## src/hw/rpbs_pkg.sv

```systemverilog
// Constants and types shared by the reset and power sequencer
package rpbs_pkg;
  // Core clock rate
  localparam int unsigned CLK_HZ = 50000000;
  // Button hold time for regulator start, microseconds
  localparam int unsigned START_HOLD_US = 1000;
  localparam int unsigned START_HOLD_CYC = (CLK_HZ / 1000000) * START_HOLD_US;
  // Long-press reset time, milliseconds
  localparam int unsigned LONG_PRESS_MS = 5600;
  localparam longint unsigned LONG_PRESS_CYC =
    (64'(CLK_HZ) / 64'd1000) * 64'(LONG_PRESS_MS);
  // Reset stretch after the last source falls, cycles
  localparam int unsigned RST_STRETCH_CYC = 16;
  // Register indices on the plain register port
  localparam logic [3:0] REG_CTRL = 4'h0;
  localparam logic [3:0] REG_STATUS = 4'h1;
  localparam logic [3:0] REG_VCORE = 4'h2;
  localparam logic [3:0] REG_VIO = 4'h3;
  localparam logic [3:0] REG_VANA = 4'h4;
  localparam logic [3:0] REG_CLK = 4'h5;
  localparam logic [3:0] REG_SHUTDOWN = 4'h6;
  // Control register fields
  localparam int unsigned CTRL_LP_DIS_BIT = 0;
  localparam int unsigned CTRL_USB_SUSP_BIT = 1;
  // Status register fields
  localparam int unsigned ST_BUTTON_BIT = 0;
  localparam int unsigned ST_REG_ON_BIT = 1;
  localparam int unsigned ST_CLK_RTC_BIT = 2;
  localparam int unsigned ST_CAUSE_LSB = 8;
  // Shutdown key: both bits must be written together
  localparam logic [1:0] SHUTDOWN_KEY = 2'h3;
  // Regulator defaults
  localparam logic [7:0] VCORE_DEF = 8'h40;
  localparam logic [7:0] VIO_DEF_1V8 = 8'h12;
  localparam logic [7:0] VANA_DEF = 8'h60;
  // PLL multiplier code: factor = 1.0 + 0.5 * code, codes 0..14
  localparam logic [3:0] PLL_MULT_DEF = 4'h0;
  localparam logic [3:0] PLL_MULT_MAX = 4'he;
  // Reset cause encoding
  typedef enum logic [2:0] {
    RPBS_CAUSE_NONE,
    RPBS_CAUSE_POR,
    RPBS_CAUSE_PIN,
    RPBS_CAUSE_WDOG,
    RPBS_CAUSE_DBG,
    RPBS_CAUSE_BUTTON
  } rpbs_cause_e;
endpackage

```

## src/hw/rpbs_sync.sv

```systemverilog
// Two-flop synchroniser for one asynchronous level
`timescale 1ns/10ps
module rpbs_sync #(
  parameter logic RST_VAL = 1'b0
) (
  input wire logic mclk_in,
  input wire logic rst_n_in,
  input wire logic async_in,
  output logic sync_out
);
  logic meta_q;

  // Only the second flop is read downstream
  always_ff @(posedge mclk_in or negedge rst_n_in) begin
    if (!rst_n_in) begin
      meta_q <= RST_VAL;
      sync_out <= RST_VAL;
    end else begin
      meta_q <= async_in;
      sync_out <= meta_q;
    end
  end
endmodule

```

## src/hw/rpbs_hold_timer.sv

```systemverilog
// Counts cycles a level stays high and flags when a limit is passed
`timescale 1ns/10ps
module rpbs_hold_timer #(
  parameter int unsigned WIDTH = 32,
  parameter logic [WIDTH-1:0] LIMIT = '1
) (
  input wire logic mclk_in,
  input wire logic rst_n_in,
  input wire logic level_in,
  output logic done_out
);
  logic [WIDTH-1:0] count_q;

  // Restart on any drop; saturate once limit reached
  always_ff @(posedge mclk_in or negedge rst_n_in) begin
    if (!rst_n_in) begin
      count_q <= '0;
      done_out <= 1'b0;
    end else if (!level_in) begin
      count_q <= '0;
      done_out <= 1'b0;
    end else if (count_q >= LIMIT) begin
      done_out <= 1'b1;
    end else begin
      count_q <= count_q + WIDTH'(1);
    end
  end
endmodule

```

## src/hw/rpbs_top.sv

```systemverilog
// Reset merge, regulator latch and clock selection for the core
// Function
// - Power-on, pin, watchdog, debugger and long-press sources merge into one reset.
// - Holding the button beyond 5.6 s forces a reset.
// - A software bit disables the long-press reset.
// - A low core supply reading asserts power-on reset.
// - Regulators start once the button is held about 1 ms.
// - Regulators stay latched on after the button is released.
// - Any reset keeps regulators on but reloads default voltages.
// - Software may change the regulator voltages after boot.
// - Only a software shutdown write turns the regulators off.
// - The button level is readable by software.
// - The external reset pin gates the clock buffer and powers down logic.
// - USB suspend moves the core clock to RTC and stops the oscillator.
// - The PLL multiplier runs 1.0x to 8.0x in half steps.
// - Main oscillator and 32 kHz RTC clock are the two sources.
// - Digital I/O voltage defaults to 1.8 V after reset.
// - Power-on, pin or watchdog reset restarts the processor boot.
//
// The register offsets and strobed register access are this design's own decisions.
`timescale 1ns/10ps
module rpbs_top
  import rpbs_pkg::*;
#(
  parameter longint unsigned LONG_PRESS_CYCLES = LONG_PRESS_CYC
) (
  input wire logic mclk_in,
  input wire logic rst_n_in,
  input wire logic power_button_in,
  input wire logic external_reset_n_in,
  input wire logic core_voltage_threshold_in,
  input wire logic wdog_rst_in,
  input wire logic dbg_rst_in,
  input wire logic usb_suspend_in,
  input wire logic [3:0] reg_addr_in,
  input wire logic [15:0] reg_wdata_in,
  input wire logic reg_wr_in,
  input wire logic reg_rd_in,
  output logic [15:0] reg_rdata_out,
  output logic sys_rst_n_out,
  output logic boot_restart_out,
  output logic regulator_en_out,
  output logic [7:0] vcore_set_out,
  output logic [7:0] vio_set_out,
  output logic [7:0] vana_set_out,
  output logic [3:0] pll_mult_out,
  output logic clk_sel_rtc_out,
  output logic osc_pd_out,
  output logic clk_buf_en_out,
  output logic digital_pd_out
);
  logic button_s;
  logic ext_rst_n_s;
  logic core_low_s;
  logic wdog_s;
  logic dbg_s;
  logic usb_susp_s;
  logic start_done;
  logic long_done;
  logic lp_dis_q;
  logic usb_susp_en_q;
  logic reg_on_q;
  logic [7:0] vcore_q;
  logic [7:0] vio_q;
  logic [7:0] vana_q;
  logic [3:0] pll_q;
  logic any_src;
  logic boot_src;
  logic [4:0] stretch_q;
  logic rst_q;
  logic rst_prev_q;
  logic boot_pend_q;
  rpbs_cause_e cause_q;
  logic [15:0] rdata_d;

  // Every pin level is synchronised before use
  rpbs_sync u_sync_btn (
    .mclk_in(mclk_in),
    .rst_n_in(rst_n_in),
    .async_in(power_button_in),
    .sync_out(button_s)
  );
  // Pin flops reset released; monitor flops reset to low supply
  rpbs_sync #(.RST_VAL(1'b1)) u_sync_xrst (
    .mclk_in(mclk_in),
    .rst_n_in(rst_n_in),
    .async_in(external_reset_n_in),
    .sync_out(ext_rst_n_s)
  );
  rpbs_sync #(.RST_VAL(1'b1)) u_sync_core_voltage_threshold (
    .mclk_in(mclk_in),
    .rst_n_in(rst_n_in),
    .async_in(core_voltage_threshold_in),
    .sync_out(core_low_s)
  );
  rpbs_sync u_sync_wdog (
    .mclk_in(mclk_in),
    .rst_n_in(rst_n_in),
    .async_in(wdog_rst_in),
    .sync_out(wdog_s)
  );
  rpbs_sync u_sync_dbg (
    .mclk_in(mclk_in),
    .rst_n_in(rst_n_in),
    .async_in(dbg_rst_in),
    .sync_out(dbg_s)
  );
  rpbs_sync u_sync_usb (
    .mclk_in(mclk_in),
    .rst_n_in(rst_n_in),
    .async_in(usb_suspend_in),
    .sync_out(usb_susp_s)
  );

  // Button hold for regulator start
  rpbs_hold_timer #(.WIDTH(32), .LIMIT(32'(START_HOLD_CYC))) u_start (
    .mclk_in(mclk_in),
    .rst_n_in(rst_n_in),
    .level_in(button_s),
    .done_out(start_done)
  );

  // Long press, gated by the software disable bit
  rpbs_hold_timer #(.WIDTH(64), .LIMIT(64'(LONG_PRESS_CYCLES))) u_long (
    .mclk_in(mclk_in),
    .rst_n_in(rst_n_in),
    .level_in(button_s && !lp_dis_q),
    .done_out(long_done)
  );

  // Merge of all reset sources; core_low_s high means below threshold
  assign any_src = core_low_s || !ext_rst_n_s || wdog_s || dbg_s ||
                   long_done;
  // Debugger reset does not rerun boot
  assign boot_src = core_low_s || !ext_rst_n_s || wdog_s || long_done;

  // Stretch and release on a clock edge so all logic leaves together
  // A source that flickers restarts the full stretch
  always_ff @(posedge mclk_in or negedge rst_n_in) begin
    if (!rst_n_in) begin
      stretch_q <= 5'(RST_STRETCH_CYC);
      rst_q <= 1'b1;
    end else if (any_src) begin
      stretch_q <= 5'(RST_STRETCH_CYC);
      rst_q <= 1'b1;
    end else if (stretch_q != 5'h00) begin
      stretch_q <= stretch_q - 5'h01;
    end else begin
      rst_q <= 1'b0;
    end
  end

  // Record the cause of the latest reset
  // Highest-priority active source wins when several overlap
  always_ff @(posedge mclk_in or negedge rst_n_in) begin
    if (!rst_n_in) begin
      cause_q <= RPBS_CAUSE_POR;
    end else if (core_low_s) begin
      cause_q <= RPBS_CAUSE_POR;
    end else if (!ext_rst_n_s) begin
      cause_q <= RPBS_CAUSE_PIN;
    end else if (wdog_s) begin
      cause_q <= RPBS_CAUSE_WDOG;
    end else if (dbg_s) begin
      cause_q <= RPBS_CAUSE_DBG;
    end else if (long_done) begin
      cause_q <= RPBS_CAUSE_BUTTON;
    end
  end

  // Boot pulse on release of a boot-class reset
  always_ff @(posedge mclk_in or negedge rst_n_in) begin
    if (!rst_n_in) begin
      rst_prev_q <= 1'b1;
      boot_restart_out <= 1'b0;
    end else begin
      rst_prev_q <= rst_q;
      boot_restart_out <= rst_prev_q && !rst_q && boot_pend_q;
    end
  end

  // Boot request survives a later debugger reset in the same stretch
  always_ff @(posedge mclk_in or negedge rst_n_in) begin
    if (!rst_n_in) begin
      boot_pend_q <= 1'b1;
    end else if (boot_src) begin
      boot_pend_q <= 1'b1;
    end else if (rst_prev_q && !rst_q) begin
      boot_pend_q <= 1'b0;
    end
  end

  // Regulator latch: only a shutdown write clears it
  always_ff @(posedge mclk_in or negedge rst_n_in) begin
    if (!rst_n_in) begin
      reg_on_q <= 1'b0;
    end else if (start_done) begin
      reg_on_q <= 1'b1;
    end else if (reg_wr_in && !rst_q && reg_addr_in == REG_SHUTDOWN &&
                 reg_wdata_in[1:0] == SHUTDOWN_KEY) begin
      reg_on_q <= 1'b0;
    end
  end

  // Voltage settings reload on any internal reset
  always_ff @(posedge mclk_in or negedge rst_n_in) begin
    if (!rst_n_in) begin
      vcore_q <= VCORE_DEF;
      vio_q <= VIO_DEF_1V8;
      vana_q <= VANA_DEF;
    end else if (rst_q) begin
      vcore_q <= VCORE_DEF;
      vio_q <= VIO_DEF_1V8;
      vana_q <= VANA_DEF;
    end else if (reg_wr_in) begin
      if (reg_addr_in == REG_VCORE) begin
        vcore_q <= reg_wdata_in[7:0];
      end
      if (reg_addr_in == REG_VIO) begin
        vio_q <= reg_wdata_in[7:0];
      end
      if (reg_addr_in == REG_VANA) begin
        vana_q <= reg_wdata_in[7:0];
      end
    end
  end

  // Control bits and PLL multiplier; out-of-range codes are ignored
  always_ff @(posedge mclk_in or negedge rst_n_in) begin
    if (!rst_n_in) begin
      lp_dis_q <= 1'b0;
      usb_susp_en_q <= 1'b1;
      pll_q <= PLL_MULT_DEF;
    end else if (rst_q) begin
      lp_dis_q <= 1'b0;
      usb_susp_en_q <= 1'b1;
      pll_q <= PLL_MULT_DEF;
    end else if (reg_wr_in && reg_addr_in == REG_CTRL) begin
      lp_dis_q <= reg_wdata_in[CTRL_LP_DIS_BIT];
      usb_susp_en_q <= reg_wdata_in[CTRL_USB_SUSP_BIT];
    end else if (reg_wr_in && reg_addr_in == REG_CLK &&
                 reg_wdata_in[3:0] <= PLL_MULT_MAX) begin
      pll_q <= reg_wdata_in[3:0];
    end
  end

  // Clock source selection: main oscillator or RTC in suspend
  always_ff @(posedge mclk_in or negedge rst_n_in) begin
    if (!rst_n_in) begin
      clk_sel_rtc_out <= 1'b0;
      osc_pd_out <= 1'b0;
      clk_buf_en_out <= 1'b0;
      digital_pd_out <= 1'b1;
    end else begin
      clk_sel_rtc_out <= usb_susp_s && usb_susp_en_q;
      osc_pd_out <= usb_susp_s && usb_susp_en_q;
      clk_buf_en_out <= ext_rst_n_s;
      digital_pd_out <= !ext_rst_n_s;
    end
  end

  // Read mux; unmapped indices read zero
  always_comb begin
    rdata_d = 16'h0000;
    case (reg_addr_in)
      REG_CTRL: begin
        rdata_d[CTRL_LP_DIS_BIT] = lp_dis_q;
        rdata_d[CTRL_USB_SUSP_BIT] = usb_susp_en_q;
      end
      REG_STATUS: begin
        rdata_d[ST_BUTTON_BIT] = button_s;
        rdata_d[ST_REG_ON_BIT] = reg_on_q;
        rdata_d[ST_CLK_RTC_BIT] = clk_sel_rtc_out;
        rdata_d[ST_CAUSE_LSB +: 3] = cause_q;
      end
      REG_VCORE: rdata_d[7:0] = vcore_q;
      REG_VIO: rdata_d[7:0] = vio_q;
      REG_VANA: rdata_d[7:0] = vana_q;
      REG_CLK: rdata_d[3:0] = pll_q;
      default: rdata_d = 16'h0000;
    endcase
  end

  // Read data stands only in the cycle after the strobe
  always_ff @(posedge mclk_in or negedge rst_n_in) begin
    if (!rst_n_in) begin
      reg_rdata_out <= 16'h0000;
    end else if (reg_rd_in) begin
      reg_rdata_out <= rdata_d;
    end else begin
      reg_rdata_out <= 16'h0000;
    end
  end

  // Regulated outputs come straight from the latches
  assign sys_rst_n_out = !rst_q;
  assign regulator_en_out = reg_on_q;
  assign vcore_set_out = vcore_q;
  assign vio_set_out = vio_q;
  assign vana_set_out = vana_q;
  assign pll_mult_out = pll_q;
endmodule

```

## config.mk

```make
export PLATFORM = sky130hd
export DESIGN_NAME = rpbs_top
export DESIGN_NICKNAME = d
export VERILOG_FILES = /design/src/hw/rpbs_pkg.sv /design/src/hw/rpbs_sync.sv /design/src/hw/rpbs_hold_timer.sv /design/src/hw/rpbs_top.sv
export SDC_FILE = /design/constraint.sdc
export NUM_CORES = 1
export LEC_CHECK = 0
export ABC_AREA = 0
export BUFFER_PORTS_ARGS = -buffer_cell sky130_fd_sc_hd__buf_2
export CORE_UTILIZATION = 59
export DETAILED_ROUTE_END_ITERATION = 8
export GPL_ROUTABILITY_DRIVEN = 0
export PLACE_DENSITY = 0.8
export SYNTH_ARGS = -nofsm -noshare
export SYNTH_HDL_FRONTEND = slang
export SYNTH_HIERARCHICAL = 1
export SYNTH_SLANG_ARGS = --single-unit
```

## constraint.sdc

```tcl
create_clock -name mclk_in -period 6.3 [get_ports mclk_in]
set_clock_uncertainty 0.1 [all_clocks]
set_input_delay 0.315 -clock mclk_in [delete_from_list [all_inputs] [get_ports mclk_in]]
set_output_delay 0.315 -clock mclk_in [all_outputs]
set_load 0.01 [all_outputs]
```

Yosys cells after proc, flatten, opt, wreduce, memory -nomap -nowiden --
Cells that the tools add are included.
Operators by class: $add $sub $neg 3, $lt $le $gt $ge 3, equal/unequal tests 14, multiplexer cells 43, reduce and logical (&&, ||, !) cells 33
Operator list (number):
- 64-bit 2-to-1 mux | 2
- 8-bit 2-to-1 mux | 9
- 64-bit by 1-bit adder with 64-bit output, second input constant | 1
- 64-bit by 29-bit greater-or-equal comparator with 1-bit output, second input constant | 1
- 32-bit 2-to-1 mux | 2
- 32-bit by 1-bit adder with 32-bit output, second input constant | 1
- 32-bit by 16-bit greater-or-equal comparator with 1-bit output, second input constant | 1
- 3-bit 2-to-1 mux | 6
- 2-bit nonzero test | 9
- 1-bit 2-to-1 mux | 14
- 4-bit by 3-bit == test with 1-bit output, second input constant | 3
- 4-bit 2-to-1 mux | 3
- 2-bit one-hot mux with 6 select lines | 1
- 4-bit one-hot mux with 3 select lines | 1
- 11-bit 2-to-1 mux | 1
- 1-bit logical AND | 10
- 5-bit 2-to-1 mux | 2
- 2-bit != test, second input constant | 5
- 4-bit by 2-bit == test with 1-bit output, second input constant | 2
- 2-bit AND reduction | 4
- 1-bit logical OR | 5
- 5-bit by 1-bit != test with 1-bit output, second input constant | 1
- 1-bit one-hot mux with 5 select lines | 1
- 5-bit nonzero test | 1
- other kinds (8) | 10
Word-level totals: bits in registers 172, input bits 30, output and inout port bits 51, word-level logic and storage cells 129

Longest topological paths before layout --
Gate-level depths: netlist (run 1).
word-level depth 6, gate-level depth with buffers 8, depth with buffers taken out 6

Hierarchy --
Netlist (run 1), hierarchy kept.
Modules (own cells, without submodules):
- rpbs_hold_timer at u_long | times used 1, cells each 292, area an instance 3016.6 um^2, seq. area each 1626.6 um^2
- rpbs_top | times used 1, cells each 276, area an instance 2793.9 um^2, seq. area each 1441.4 um^2
- rpbs_hold_timer at u_start | times used 1, cells each 147, area an instance 1522.7 um^2, seq. area each 825.8 um^2
- rpbs_sync at u_sync_btn ... | times used 4, cells each 2, area an instance 50.0 um^2, seq. area each 50.0 um^2
- rpbs_sync at u_sync_core_voltage_threshold ... | times used 2, cells each 2, area an instance 52.6 um^2, seq. area each 52.6 um^2

Worst setup path after synthesis (run 1) --
Ideal clock, no wire load.
path kind register to register, start register u_long.count_q[50], end register u_long.count_q[18], library setup time 0.136 ns, arrival time 1.973 ns, data required time 6.064 ns, slack 4.091 ns, cell stages (with the launch flop) 9, path buffers 3, period minus slack after synthesis 2.209 ns, cells stage by stage dfrtp_1 -> nor4_1 -> nand4_1 -> or4_1 -> buf_2 -> buf_6 -> buf_6 -> o311ai_1 -> o41ai_1
On the way: word-level cells in the longest chain between the ends 2
Ends and longest elaborated chain:
- start, declared | line rpbs_hold_timer.sv:12 | logic [WIDTH-1:0] count_q;
- start signal, assigned | line rpbs_hold_timer.sv:25 | count_q <= count_q + WIDTH'(1);
- 64-bit by 29-bit greater-or-equal comparator with 1-bit output | line rpbs_hold_timer.sv:22 | end else if (count_q >= LIMIT) begin
- 2-bit != test (no line)
No other way between the ends. A chain may end at the register's enable or synchronous reset.

Final worst setup path (run 1) --
start register u_long.count_q[3], end register u_long.count_q[22]
On the way: word-level cells in the longest chain between the ends 3, elaborated cells between the ends (all ways) 5, classes of those cells add/sub: 1; order compare: 1; eq/ne: 1; mux: 2
Ends and longest elaborated chain:
- 64-bit by 1-bit adder with 64-bit output | line rpbs_hold_timer.sv:25
- 64-bit 2-to-1 mux | line rpbs_hold_timer.sv:22
- 64-bit 2-to-1 mux | line rpbs_hold_timer.sv:19 | end else if (!level_in) begin
Several ways; a longest one is shown, not always the timed one. The select of a mux whose other input is x is not followed.

==> Flow_metrics.wiki, run 1 <==
{| class="wikitable"
! Metric !! Value
|-
| Main combinational cell family by area after synthesis || simple AND/OR/NAND/NOR gates
|-
| Post-CTS Hold Fix Bufs || 7
|-
| Library cells used by synthesis || between 60 and 70
|-
| Proportion of power drawn by flip-flops and latches || about 47%
|-
| Number of inserted filler cells in the final layout || 943
|-
| Worst skew pair latency || ~0.43 ns
|-
| Minimum clock period || around 2.6 ns
|-
| Flip-flop and latch count after synthesis || between 150 and 200
|-
| Vias || around 5,800
|-
| Post-synthesis mux area share || 3.882%
|-
| DPL Wire Length || approximately 11,000 um
|-
| Wire length on met1 || about 7000 um
|-
| Buffer type at the clock tree root || clkbuf_16
|-
| Count of input and output buffers || between 60 and 70
|-
| Max Cap Violations || 0
|-
| Peak supply drop || between 0.15 and 0.2 mV
|-
| Power spent charging and discharging nets || slightly above 500 uW
|-
| Total congestion overflow || 0
|-
| Final setup violation count || 0
|-
| RSZ-0062 raised after global routing || no
|-
| Run status || finished clean
|-
| Maximum count of clock buffers along a single path || 2
|-
| Hold/Removal Path Class || primary input to register
|-
| TritonRoute pass-1 iters || 5
|-
| Clk network pwr share || 49.0%
|-
| CTS clk-pin slew, worst paths || approximately 0.06 ns
|-
| Syn Std Cell Area || 0.007639 mm2
|-
| Number of top-level pins || 81
|-
| Setup total negative slack || 0 ns
|-
| Number of violations reported at the end of detailed-routing iteration 0 || around 550
|-
| Final design instance area without fill || 0.008721 mm2
|-
| Synthesized-area fraction occupied by adder cells || less than 1%
|-
| Average instance area after synthesis || 10.51 um2
|-
| Count of cells resized by post-cts repair || 0
|-
| Async S/R FF share, synth || 100.0%
|-
| PD cells || about 270 mW/mm2
|-
| Vias in the first global route || 5,702
|-
| # nets final || approximately 800
|-
| Antenna violations before repair || 0
|-
| Seq/Total Area, Yosys || approximately 55%
|-
| Fraction of power spent switching nets || 21.70%
|-
| Most frequent standard cell in the layout excluding fill and tap cells || dfrtp_1
|-
| Horizontal die dimension || between 100 and 150 um
|-
| Number of rows in the core area || 41
|-
| Total number of H-tree levels || 4
|-
| First-pass GRT wire length || 27,160 um
|-
| Per-cell via count in the routed design || about 6
|-
| Arr. time, crit path || ~2.8 ns
|-
| Most frequent cells in the layout || dfrtp_1 (151), buf_2 (66), nand2_1 (56)
|-
| Critical path launch point type || register
|-
| TritonCTS clock tree || done
|-
| Number of hold violations in the final report || 0
|-
| Core Region || 0.01262 mm2
|-
| Highest net fanout along the worst path || 6
|-
| Number of pins with negative max-slew slack in the final report || 0
|-
| Endpoint required time on the critical path || 6.54 ns
|-
| Total of warnings raised by yosys || 6
|-
| Measured slew at the worst slew-check pin || roughly 1.1 ns
|-
| Cell Area, Placed || between 0.007 and 0.008 mm2
|-
| Static Leakage || just under 0.004 uW
|-
| Compound-gate portion of the synthesized area || 10.89%
|-
| Post-synthesis instance total || just over 700
|-
| Antenna diode instance count || 0
|-
| Post-route clock period utilization || between 40% and 50%
|-
| Parity-gate share of the synthesized area counting xor and xnor cells || less than 1%
|-
| Number of buffers created by CTS || 17
|-
| Count of flip-flops with a built-in enable after synthesis || 0
|-
| Pin count of the biggest net entering global routing || roughly 110
|-
| Sort of element at the end of the critical path || register
|-
| Highest layer used for signal routing || met4
|-
| Met3 WL post-DR || 976 um
|-
| Layout cells sized above 1 || roughly a fifth
|-
| Final ANT Viol Nets || 0
|-
| Relative slew slack || between 20% and 30%
|-
| Total global-route track usage || between 20% and 30%
|-
| Number of placed instances with taps included || 928
|-
| Hold_ws || around 0.061 ns
|-
| Die height || between 100 and 150 um
|-
| Synthesis-to-finish area growth || 14.17%
|-
| Maximum clock rate || a little under 400 MHz
|-
| Combinational Power Share || approximately 4.2%
|-
| Simple-gate portion of the synthesized area || 24.90%
|-
| Average wire length per cell after detail routing || between 15 and 20 um
|-
| Cell-internal power || approximately 1800 uW
|-
| Non-filler cells in the finished layout || just under 1,000
|-
| Met2 wire length || 8236 um
|-
| Floorplan die area || ~0.013 mm2
|-
| Drt drc || 0
|-
| Most used DFF post-synth || dfrtp_1
|-
| Buffer count from post-CTS setup fixing || 0
|-
| Initial Util || between 60% and 70%
|-
| Aggregate routed wire length || between 15,000 and 20,000 um
|-
| Kind of critical path || register to register
|-
| Sink Count || 167
|}
[state kept, by name (all words and copies together) (netlist names), 3 cells and up]
signal and cells:
cause_q 3, pll_mult_out 4, reg_rdata_out 11, stretch_q 5
u_long/count_q 64, u_start/count_q 32, vana_set_out 8, vcore_set_out 8
vio_set_out 8
[synth_stat cells (15+ instances only)]
cell type | n | share of area, %
dfrtp_1 | 151 | 49
nand2_1 | 56 | 2.8
and2_1 | 55 | 4.5
a21oi_1 | 53 | 3.5
nand3_1 | 52 | 3.4
o21ai_0 | 35 | 2.3
mux2i_1 | 24 | 3.1
clkbuf_1 | 19 | 0.93
nand4_1 | 19 | 1.6
nand2b_1 | 18 | 1.5
nor2_1 | 18 | 0.88
nor4_1 | 18 | 1.5
dfstp_2 | 16 | 5.5
inv_1 | 16 | 0.79
or3_1 | 15 | 1.2
[final cells by class]
class	instances	area [um2]	area share (%)
clock inverters	14	222.7	2.554
clock buffers	18	439.2	5.036
flip-flops and latches	167	4199	48.15
repair buffers	80	456.7	5.237
well taps	172	215.2	2.468
inverters	16	60.06	0.6887
multi-input cells	500	3128	35.87
[stage by stage]
stage	worst slack, ns	total power, uW	utilization (%)
6_report	3.715	2340	69.11
5_1_grt	3.495	2413	69.11
4_1_cts	3.727	2361	69.11
3_5_place_dp	3.766	1209	63.31
3_3_place_gp	3.821	1205	63.31
2_1_floorplan	4.091	1167	-
[kinds of logic (layout without fill, tap and decap cells)]
group,after synthesis,in the layout
simple gates,321,321
buf+inv,64,128
mux,28,28
other cells,1,5
compound gates,140,140
xor+xnor,1,1
fa+ha+maj,5,5
flops,167,167
[per-layer routing]
layer | vias to the layer above | global-route usage (%)
li1 | 2709 | -
met1 | 2851 | 34.03
met2 | 226 | 43.57
met3 | 31 | 5.701
met4 | 0 | 10.26
met5 | - | 0
[power by group through the flow]
stage / Sequential [uW] / Combinational (uW) / Clock [uW]
final: 1090 / 98.9 / 1150
after detailed placement: 1110 / 95.7 / 0
after floorplan: 1110 / 55.1 / 0
after CTS: 1090 / 100 / 1170
after global placement: 1110 / 92.3 / 0
after global routing: 1100 / 111 / 1210
[worst paths after layout]
path	start	depth (start not counted)	to	slack, ns
max	u_long/count_q[3]	5	u_long/count_q[22]	3.72
min	reg_wdata_in[6]	3	vana_set_out[6]	0.06
max reg2reg	u_long/count_q[3]	5	u_long/count_q[22]	3.72
min reg2reg	u_sync_usb/meta_q	0	u_sync_usb/sync_out	0.25
max in group asynchronous	rst_n_in	3	u_long/count_q[9]	4.36
min in group asynchronous	rst_n_in	2	vana_set_out[4]	0.48
[worst max-delay path: stages, from the launching register on]
cell	delay, ns
dfrtp_1	0.45
nand3_1	0.19
nor4_1	0.99
o2111ai_1	0.25
or3_1	0.37
a21oi_1	0.15
Power figures use the tool's default switching activity.
==> run 2: changes to the inputs <==
- ABC_AREA: 0 -> 1
- CORE_UTILIZATION: 59 -> 54
- PLACE_DENSITY: 0.8 -> 0.77
- clock period: 6.3 -> 2.2 ns (I/O delays scaled with it)
==> Flow_metrics.wiki, run 2 <==
{| class="wikitable"
! Metric !! Value
|-
| Run status || finished clean
|-
| Simple-gate portion of the synthesized area || ~36%
|-
| Worst skew pair latency || 0.42 ns
|-
| Flip-flop count of the largest register, all copies and words added || 64
|-
| Main combinational cell family by area after synthesis || simple AND/OR/NAND/NOR gates
|-
| Met2 Resource Use GR || between 30% and 40%
|-
| PD cells || between 600 and 700 mW/mm2
|-
| DPL Wire Length || roughly 12,000 um
|-
| Compound-gate portion of the synthesized area || 2.413%
|-
| Per-cell via count in the routed design || 5.012
|-
| Minimum clock period || about 1.9 ns
|-
| Sort of element at the end of the critical path || register
|-
| Antenna diode instance count || 0
|-
| Arr. time, crit path || around 2.2 ns
|-
| Most frequent cells in the layout || nand2_1 (280), dfrtp_1 (151), nor2_1 (144)
|-
| Final ANT Viol Nets || 0
|-
| First-pass GRT wire length || 30,550 um
|-
| Sink Count || between 150 and 200
|-
| Core Region || approximately 0.015 mm2
|-
| Register-to-Register Setup Slack || ~0.29 ns
|-
| Post-synthesis mux area share || 0%
|-
| Critical path cell sequence || nor2_1 -> nand2_1 -> nor2_1 -> nand3_2 -> nor2_8 -> nand2_8 -> nand2_8 -> nand2_2 -> nand2_2
|-
| Top-count cell post-synth || nand2_1
|-
| Vias in the first global route || about 6,500
|-
| TritonRoute pass-1 iters || 5
|-
| Total congestion overflow || 0
|-
| Buffer type at the clock tree root || clkbuf_16
|-
| Static Leakage || ~0.0052 uW
|-
| Final setup violation count || 0
|-
| Maximum clock rate || about 520 MHz
|-
| Post-route clock period utilization || 86.71%
|-
| Total area of multi-input combinational cells || between 0.003 and 0.004 mm2
|-
| Hold_ws || between 0.03 and 0.04 ns
|-
| Most frequent standard cell in the layout excluding fill and tap cells || nand2_1
|-
| Vias || 6,791
|-
| Measured slew at the worst slew-check pin || between 0.8 and 0.9 ns
|-
| Peak supply drop || between 0.6 and 0.7 mV
|-
| Total global-route track usage || a little under a quarter
|-
| Number of violations reported at the end of detailed-routing iteration 0 || between 400 and 500
|-
| Most area-hungry cell type in the Yosys netlist || dfrtp_1
|-
| Share of Yosys cell area claimed by the top area cell type || 44.70%
|-
| RSZ-0062 raised after global routing || no
|-
| Number of buffers created by CTS || 17
|-
| Pin count of the biggest net entering global routing || just over 70
|-
| Average instance area after synthesis || between 8 and 9 um2
|-
| Horizontal die dimension || roughly 130 um
|-
| Syn Std Cell Area || 0.008453 mm2
|-
| Parity-gate share of the synthesized area counting xor and xnor cells || 2.279%
|-
| Top Usage Layer GRT || met2
|-
| Flip-flop and latch count after synthesis || about 170
|-
| Maximum count of clock buffers along a single path || 2
|-
| Capture point of the worst reg-to-reg path || u_long/count_q[28]
|-
| Crit path largest cell delay || approximately 0.38 ns
|-
| Hold Path Depth || 4
|-
| Floorplan die area || between 0.015 and 0.02 mm2
|-
| CTS clk-pin slew, worst paths || 0.06 ns
|-
| Library cells used by synthesis || 40
|-
| Number of pins with negative max-slew slack in the final report || 0
|-
| Seq/Total Area, Yosys || between 40% and 50%
|-
| Count of input and output buffers || 67
|-
| Kind of critical path || register to register
|-
| Critical path launch point type || register
|-
| Hold worst-path end || reg_rdata_out[2]
|-
| Most used DFF post-synth || dfrtp_1
|-
| R2r worst-path depth || 9
|-
| Worst hold path startpoint || reg_addr_in[1]
|-
| TritonCTS clock tree || done
|-
| Endpoint required time on the critical path || around 2.5 ns
|-
| Antenna violations before repair || 0
|-
| Fraction of met3 tracks used by global routing || roughly 4.4%
|-
| Layout cells sized above 1 || a little under a fifth
|-
| Synthesized-area fraction occupied by adder cells || less than 1%
|-
| Number of inserted filler cells in the final layout || 1,285
|-
| Slowest cell on crit path || dfrtp_1
|-
| Synthesis-to-finish area growth || 13.94%
|-
| Aggregate routed wire length || around 18,000 um
|-
| Post-synthesis instance total || between 1,000 and 1,500
|-
| Total of warnings raised by yosys || 6
|-
| Max Cap Violations || 0
|-
| Initial Util || between 50% and 60%
|-
| Combined flip-flop and latch cell area || about 0.0042 mm2
|-
| Number of rows in the core area || between 40 and 50
|-
| Async S/R FF share, synth || 100.0%
|-
| Highest net fanout along the worst path || 31
|-
| Setup total negative slack || 0 ns
|-
| Die height || between 100 and 150 um
|-
| Most common library cells after synthesis || nand2_1 (280), dfrtp_1 (151), nor2_1 (145)
|-
| Count of flip-flops with a built-in enable after synthesis || 0
|-
| Number of hold violations in the final report || 0
|-
| Registers with the most flip-flops || u_long/count_q x64, u_start/count_q x32, reg_rdata_out x11
|-
| GRT met1 Usage || 33.64%
|-
| Drt drc || 0
|-
| Total number of H-tree levels || 4
|-
| Number of top-level pins || approximately 80
|-
| Worst flop-to-flop path startpoint || u_long/count_q[32]
|-
| Hold/Removal Path Class || primary input to register
|-
| Leading cell types by total area after synthesis || dfrtp_1 (45%), nand2_1 (12%), nand3_1 (6.7%)
|-
| # nets final || between 1,000 and 1,500
|-
| Relative slew slack || 44.18%
|-
| Largest reg by FF count || u_long/count_q
|-
| Average wire length per cell after detail routing || between 10 and 15 um
|}
## run 2: changes by cell type in the layout (fill, tap and decap cells not counted), moves of 24 or more
cell,previous run,this run
nand2_1,56,280
nor2_1,18,144
inv_1,16,123
nand3_1,52,114
and2_1,55,0
nand2_2,0,52
a21oi_1,53,7
o21ai_0,35,3
mux2i_1,24,0
## run 2: layout make-up
cell class / instances / area share, %
tap: 211 / 2.741
multi-input combinational: 725 / 36.66
sequential: 167 / 43.60
inverter: 130 / 5.066
clock inverter: 14 / 1.312
clock buffer: 18 / 4.456
timing repair buffer: 90 / 6.170
## run 2: per-layer routing
layer / vias to the layer above / wire length (um)
met5: - / 0
met3: 29 / 1021
met1: 3139 / 8089
met2: 223 / 8411
met4: 0 / 334
li1: 3400 / -
## run 2: worst max-delay path, delay by kind of cell (launching register included)
kind,cells,cell delay (ns)
simple gates,9,1.34
flops,1,0.38
## run 2: worst max path at each step
| stage | end | slack (ns) | depth (start not counted) | start |
|---|---|---|---|---|
| 3_3_place_gp | u_long/count_q[2] | 0.37 | 9 | u_long/count_q[20] |
| 5_1_grt | u_long/count_q[24] | 0.14 | 11 | u_long/count_q[0] |
| 6_report | u_long/count_q[28] | 0.29 | 9 | u_long/count_q[32] |
| 4_1_cts | u_long/count_q[28] | 0.31 | 9 | u_long/count_q[32] |
| 3_5_place_dp | u_long/count_q[24] | 0.36 | 11 | u_long/count_q[0] |
| 2_1_floorplan | u_long/count_q[16] | 0.61 | 8 | u_long/count_q[0] |
## run 2: kinds of logic after synthesis
family | after synthesis
DFF | 167
AOI/OAI and AO/OA | 33
buffers and inverters | 165
and+or+nand+nor | 660
other | 1
xor gates and xnor gates | 22
adders and majority gates | 5
## run 2: through the flow
step / std cells / area, um2 / worst slack, ns / utilization [%] / total power (uW)
global route: 1355 / 9632 / 0.1419 / 63.12 / 6462
finish: 1355 / 9632 / 0.2923 / 63.12 / 6251
global placement: 1306 / 8906 / 0.3660 / 58.37 / 3445
CTS: 1355 / 9632 / 0.3120 / 63.12 / 6291
floorplan: 1057 / 8468 / 0.6088 / - / 3319
detailed placement: 1306 / 8906 / 0.3558 / 58.37 / 3450
## run 2: repair_timing
action,in CTS,in global routing
endpoints found under the hold margin,156,0
gates resized for setup,0,0
setup buffers,0,0
hold buffers,17,0
## run 2: power breakdown
group / switching, uW / internal (uW)
Sequential: 24.1 / 3110
Combinational: 197 / 85.9
Clock: 1270 / 1570
==> run 3: changes to the inputs <==
- CORE_UTILIZATION: 54 -> 59
- PLACE_DENSITY: 0.77 -> 0.79
- clock period: 2.2 -> 2.33 ns (I/O delays scaled with it)
==> Flow_metrics.wiki, run 3 (synthesized netlist as in run 2, its figures left out) <==
{| class="wikitable"
! Metric !! Value
|-
| Antenna violations before repair || 0
|-
| Final ANT Viol Nets || 0
|-
| Average wire length per cell after detail routing || 13.74 um
|-
| Vias || slightly below 7,000
|-
| Number of pins with negative max-slew slack in the final report || 0
|-
| Setup total negative slack || 0 ns
|-
| Slowest cell on crit path || dfstp_2
|-
| Vias in the first global route || ~6,500
|-
| Highest net fanout along the worst path || 25
|-
| Initial Util || between 60% and 70%
|-
| Synthesis-to-finish area growth || 14.40%
|-
| Number of inserted filler cells in the final layout || between 1,000 and 1,500
|-
| TritonRoute pass-1 iters || 5
|-
| Aggregate routed wire length || around 18,000 um
|-
| Worst skew pair latency || approximately 0.43 ns
|-
| Arr. time, crit path || ~1.7 ns
|-
| R2r worst-path depth || 9
|-
| Relative slew slack || between 60% and 70%
|-
| Hold Path Depth || 4
|-
| Max Cap Violations || 0
|-
| Peak supply drop || approximately 0.61 mV
|-
| Setup WS pre-CTS || 0.4750 ns
|-
| Endpoint required time on the critical path || ~2.1 ns
|-
| RSZ-0062 raised after global routing || no
|-
| Most frequent cells in the layout || nand2_1 (280), dfrtp_1 (151), nor2_1 (144)
|-
| Sink Count || roughly 170
|-
| Most frequent standard cell in the layout excluding fill and tap cells || nand2_1
|-
| Flip-flop count of the largest register, all copies and words added || 64
|-
| Largest reg by FF count || u_long/count_q
|-
| First-pass GRT wire length || around 31,000 um
|-
| Registers with the most flip-flops || u_long/count_q x64, u_start/count_q x32, reg_rdata_out x11
|-
| Total congestion overflow || 0
|-
| Count of input and output buffers || 67
|-
| Static Leakage || ~0.0052 uW
|-
| Pin count of the biggest net entering global routing || 72
|-
| Drt drc || 0
|-
| Buffer type at the clock tree root || clkbuf_16
|-
| Measured slew at the worst slew-check pin || approximately 0.58 ns
|-
| Number of top-level pins || approximately 80
|-
| Highest layer used for signal routing || met4
|-
| Maximum clock rate || between 500 and 600 MHz
|-
| Worst hold path startpoint || reg_addr_in[1]
|-
| Per-cell via count in the routed design || around 5.2
|-
| Wire length on met1 || just under 8000 um
|-
| Worst flop-to-flop path startpoint || u_long/count_q[56]
|-
| Count of buffer and inverter cells on the critical path || 2
|-
| Minimum clock period || between 1.5 and 2 ns
|-
| Core Region || around 0.014 mm2
|-
| Number of rows in the core area || 43
|-
| Final Power || about 6000 uW
|-
| DPL Wire Length || between 10,000 and 15,000 um
|-
| Capture point of the worst reg-to-reg path || u_long/count_q[2]
|-
| Antenna diode instance count || 0
|-
| Met2 wire length || slightly below 9000 um
|-
| Critical path launch point type || register
|-
| Met3 WL post-DR || ~1100 um
|-
| Number of buffers created by CTS || 17
|-
| Hold_ws || between 0.02 and 0.025 ns
|-
| Critical path cell sequence || inv_2 -> buf_2
|-
| TritonCTS clock tree || done
|-
| Horizontal die dimension || 121.7 um
|-
| Count of cells resized by post-cts repair || 0
|-
| Crit path largest cell delay || 0.75 ns
|-
| PD cells || 632.1 mW/mm2
|-
| Buffer count from post-CTS setup fixing || 0
|-
| Die height || approximately 120 um
|-
| Floorplan die area || approximately 0.015 mm2
|-
| Top cell family by delay on the critical path || flip-flops
|-
| Sort of element at the end of the critical path || output port
|-
| Number of violations reported at the end of detailed-routing iteration 0 || roughly 490
|-
| Hold worst-path end || reg_rdata_out[2]
|-
| Register-to-Register Setup Slack || roughly 0.45 ns
|-
| CTS clk-pin slew, worst paths || roughly 0.07 ns
|-
| Post-route clock period utilization || roughly 83%
|-
| Layout cells sized above 1 || between 10% and 20%
|-
| Final critical-path setup slack || about 0.41 ns
|-
| Total global-route track usage || a little over a quarter
|-
| # nets final || between 1,000 and 1,500
|-
| Run status || finished clean
|-
| Hold/Removal Path Class || primary input to register
|-
| Number of hold violations in the final report || 0
|-
| Final setup violation count || 0
|-
| Maximum count of clock buffers along a single path || 2
|-
| Kind of critical path || register to output port
|-
| Total number of H-tree levels || 4
|-
| Post-CTS Hold Fix Bufs || 17
|}
## run 3: worst max path at each step
stage | from | end | slack (ns) | cells after the start
floorplan | u_long/count_q[0] | u_long/count_q[16] | 0.74 | 8
global placement | u_long/count_q[0] | u_long/count_q[16] | 0.50 | 8
detailed placement | u_long/count_q[0] | u_long/count_q[16] | 0.47 | 8
CTS | rst_q | sys_rst_n_out | 0.42 | 2
global route | u_long/count_q[0] | u_long/count_q[16] | 0.19 | 8
finish | rst_q | sys_rst_n_out | 0.41 | 2
## run 3: power by group
group          internal (uW)  switching [uW]  leakage (uW)
sequential              2930            22.4       0.00225
clock                   1570            1310      0.000303
combinational           83.2             188       0.00267
total                   4590            1520       0.00522
## run 3: through the flow
stage / std cells / instance area, um2 / util (%)
2_1_floorplan: 1057 / 8468 / -
3_3_place_gp: 1277 / 8882 / 63.74
3_5_place_dp: 1277 / 8882 / 63.74
4_1_cts: 1326 / 9671 / 69.40
5_1_grt: 1326 / 9671 / 69.40
6_report: 1326 / 9671 / 69.40
## run 3: final cells by class
class / count / area, um2 / area share [%]
Clock buffer: 18 / 439.2 / 4.541
Clock inverter: 14 / 178.9 / 1.850
Inverter: 130 / 488.0 / 5.046
Multi-Input combinational cell: 725 / 3531 / 36.51
Sequential cell: 167 / 4199 / 43.42
Tap cell: 180 / 225.2 / 2.329
Timing Repair Buffer: 92 / 609.3 / 6.301
## run 3: tightest hold or removal path: cells and delay by family
kind	cells	cell delay, ns
AND/OR/NAND/NOR	2	0.15
AO/OA/AOI/OAI	1	0.06
buffers and inverters	1	0.17
## run 3: routing by layer
layer | up-vias | GRT usage (%)
li1 | 3409 | -
met1 | 3273 | 34.86
met2 | 217 | 43.39
met3 | 33 | 5.197
met4 | 0 | 9.799
met5 | - | 0
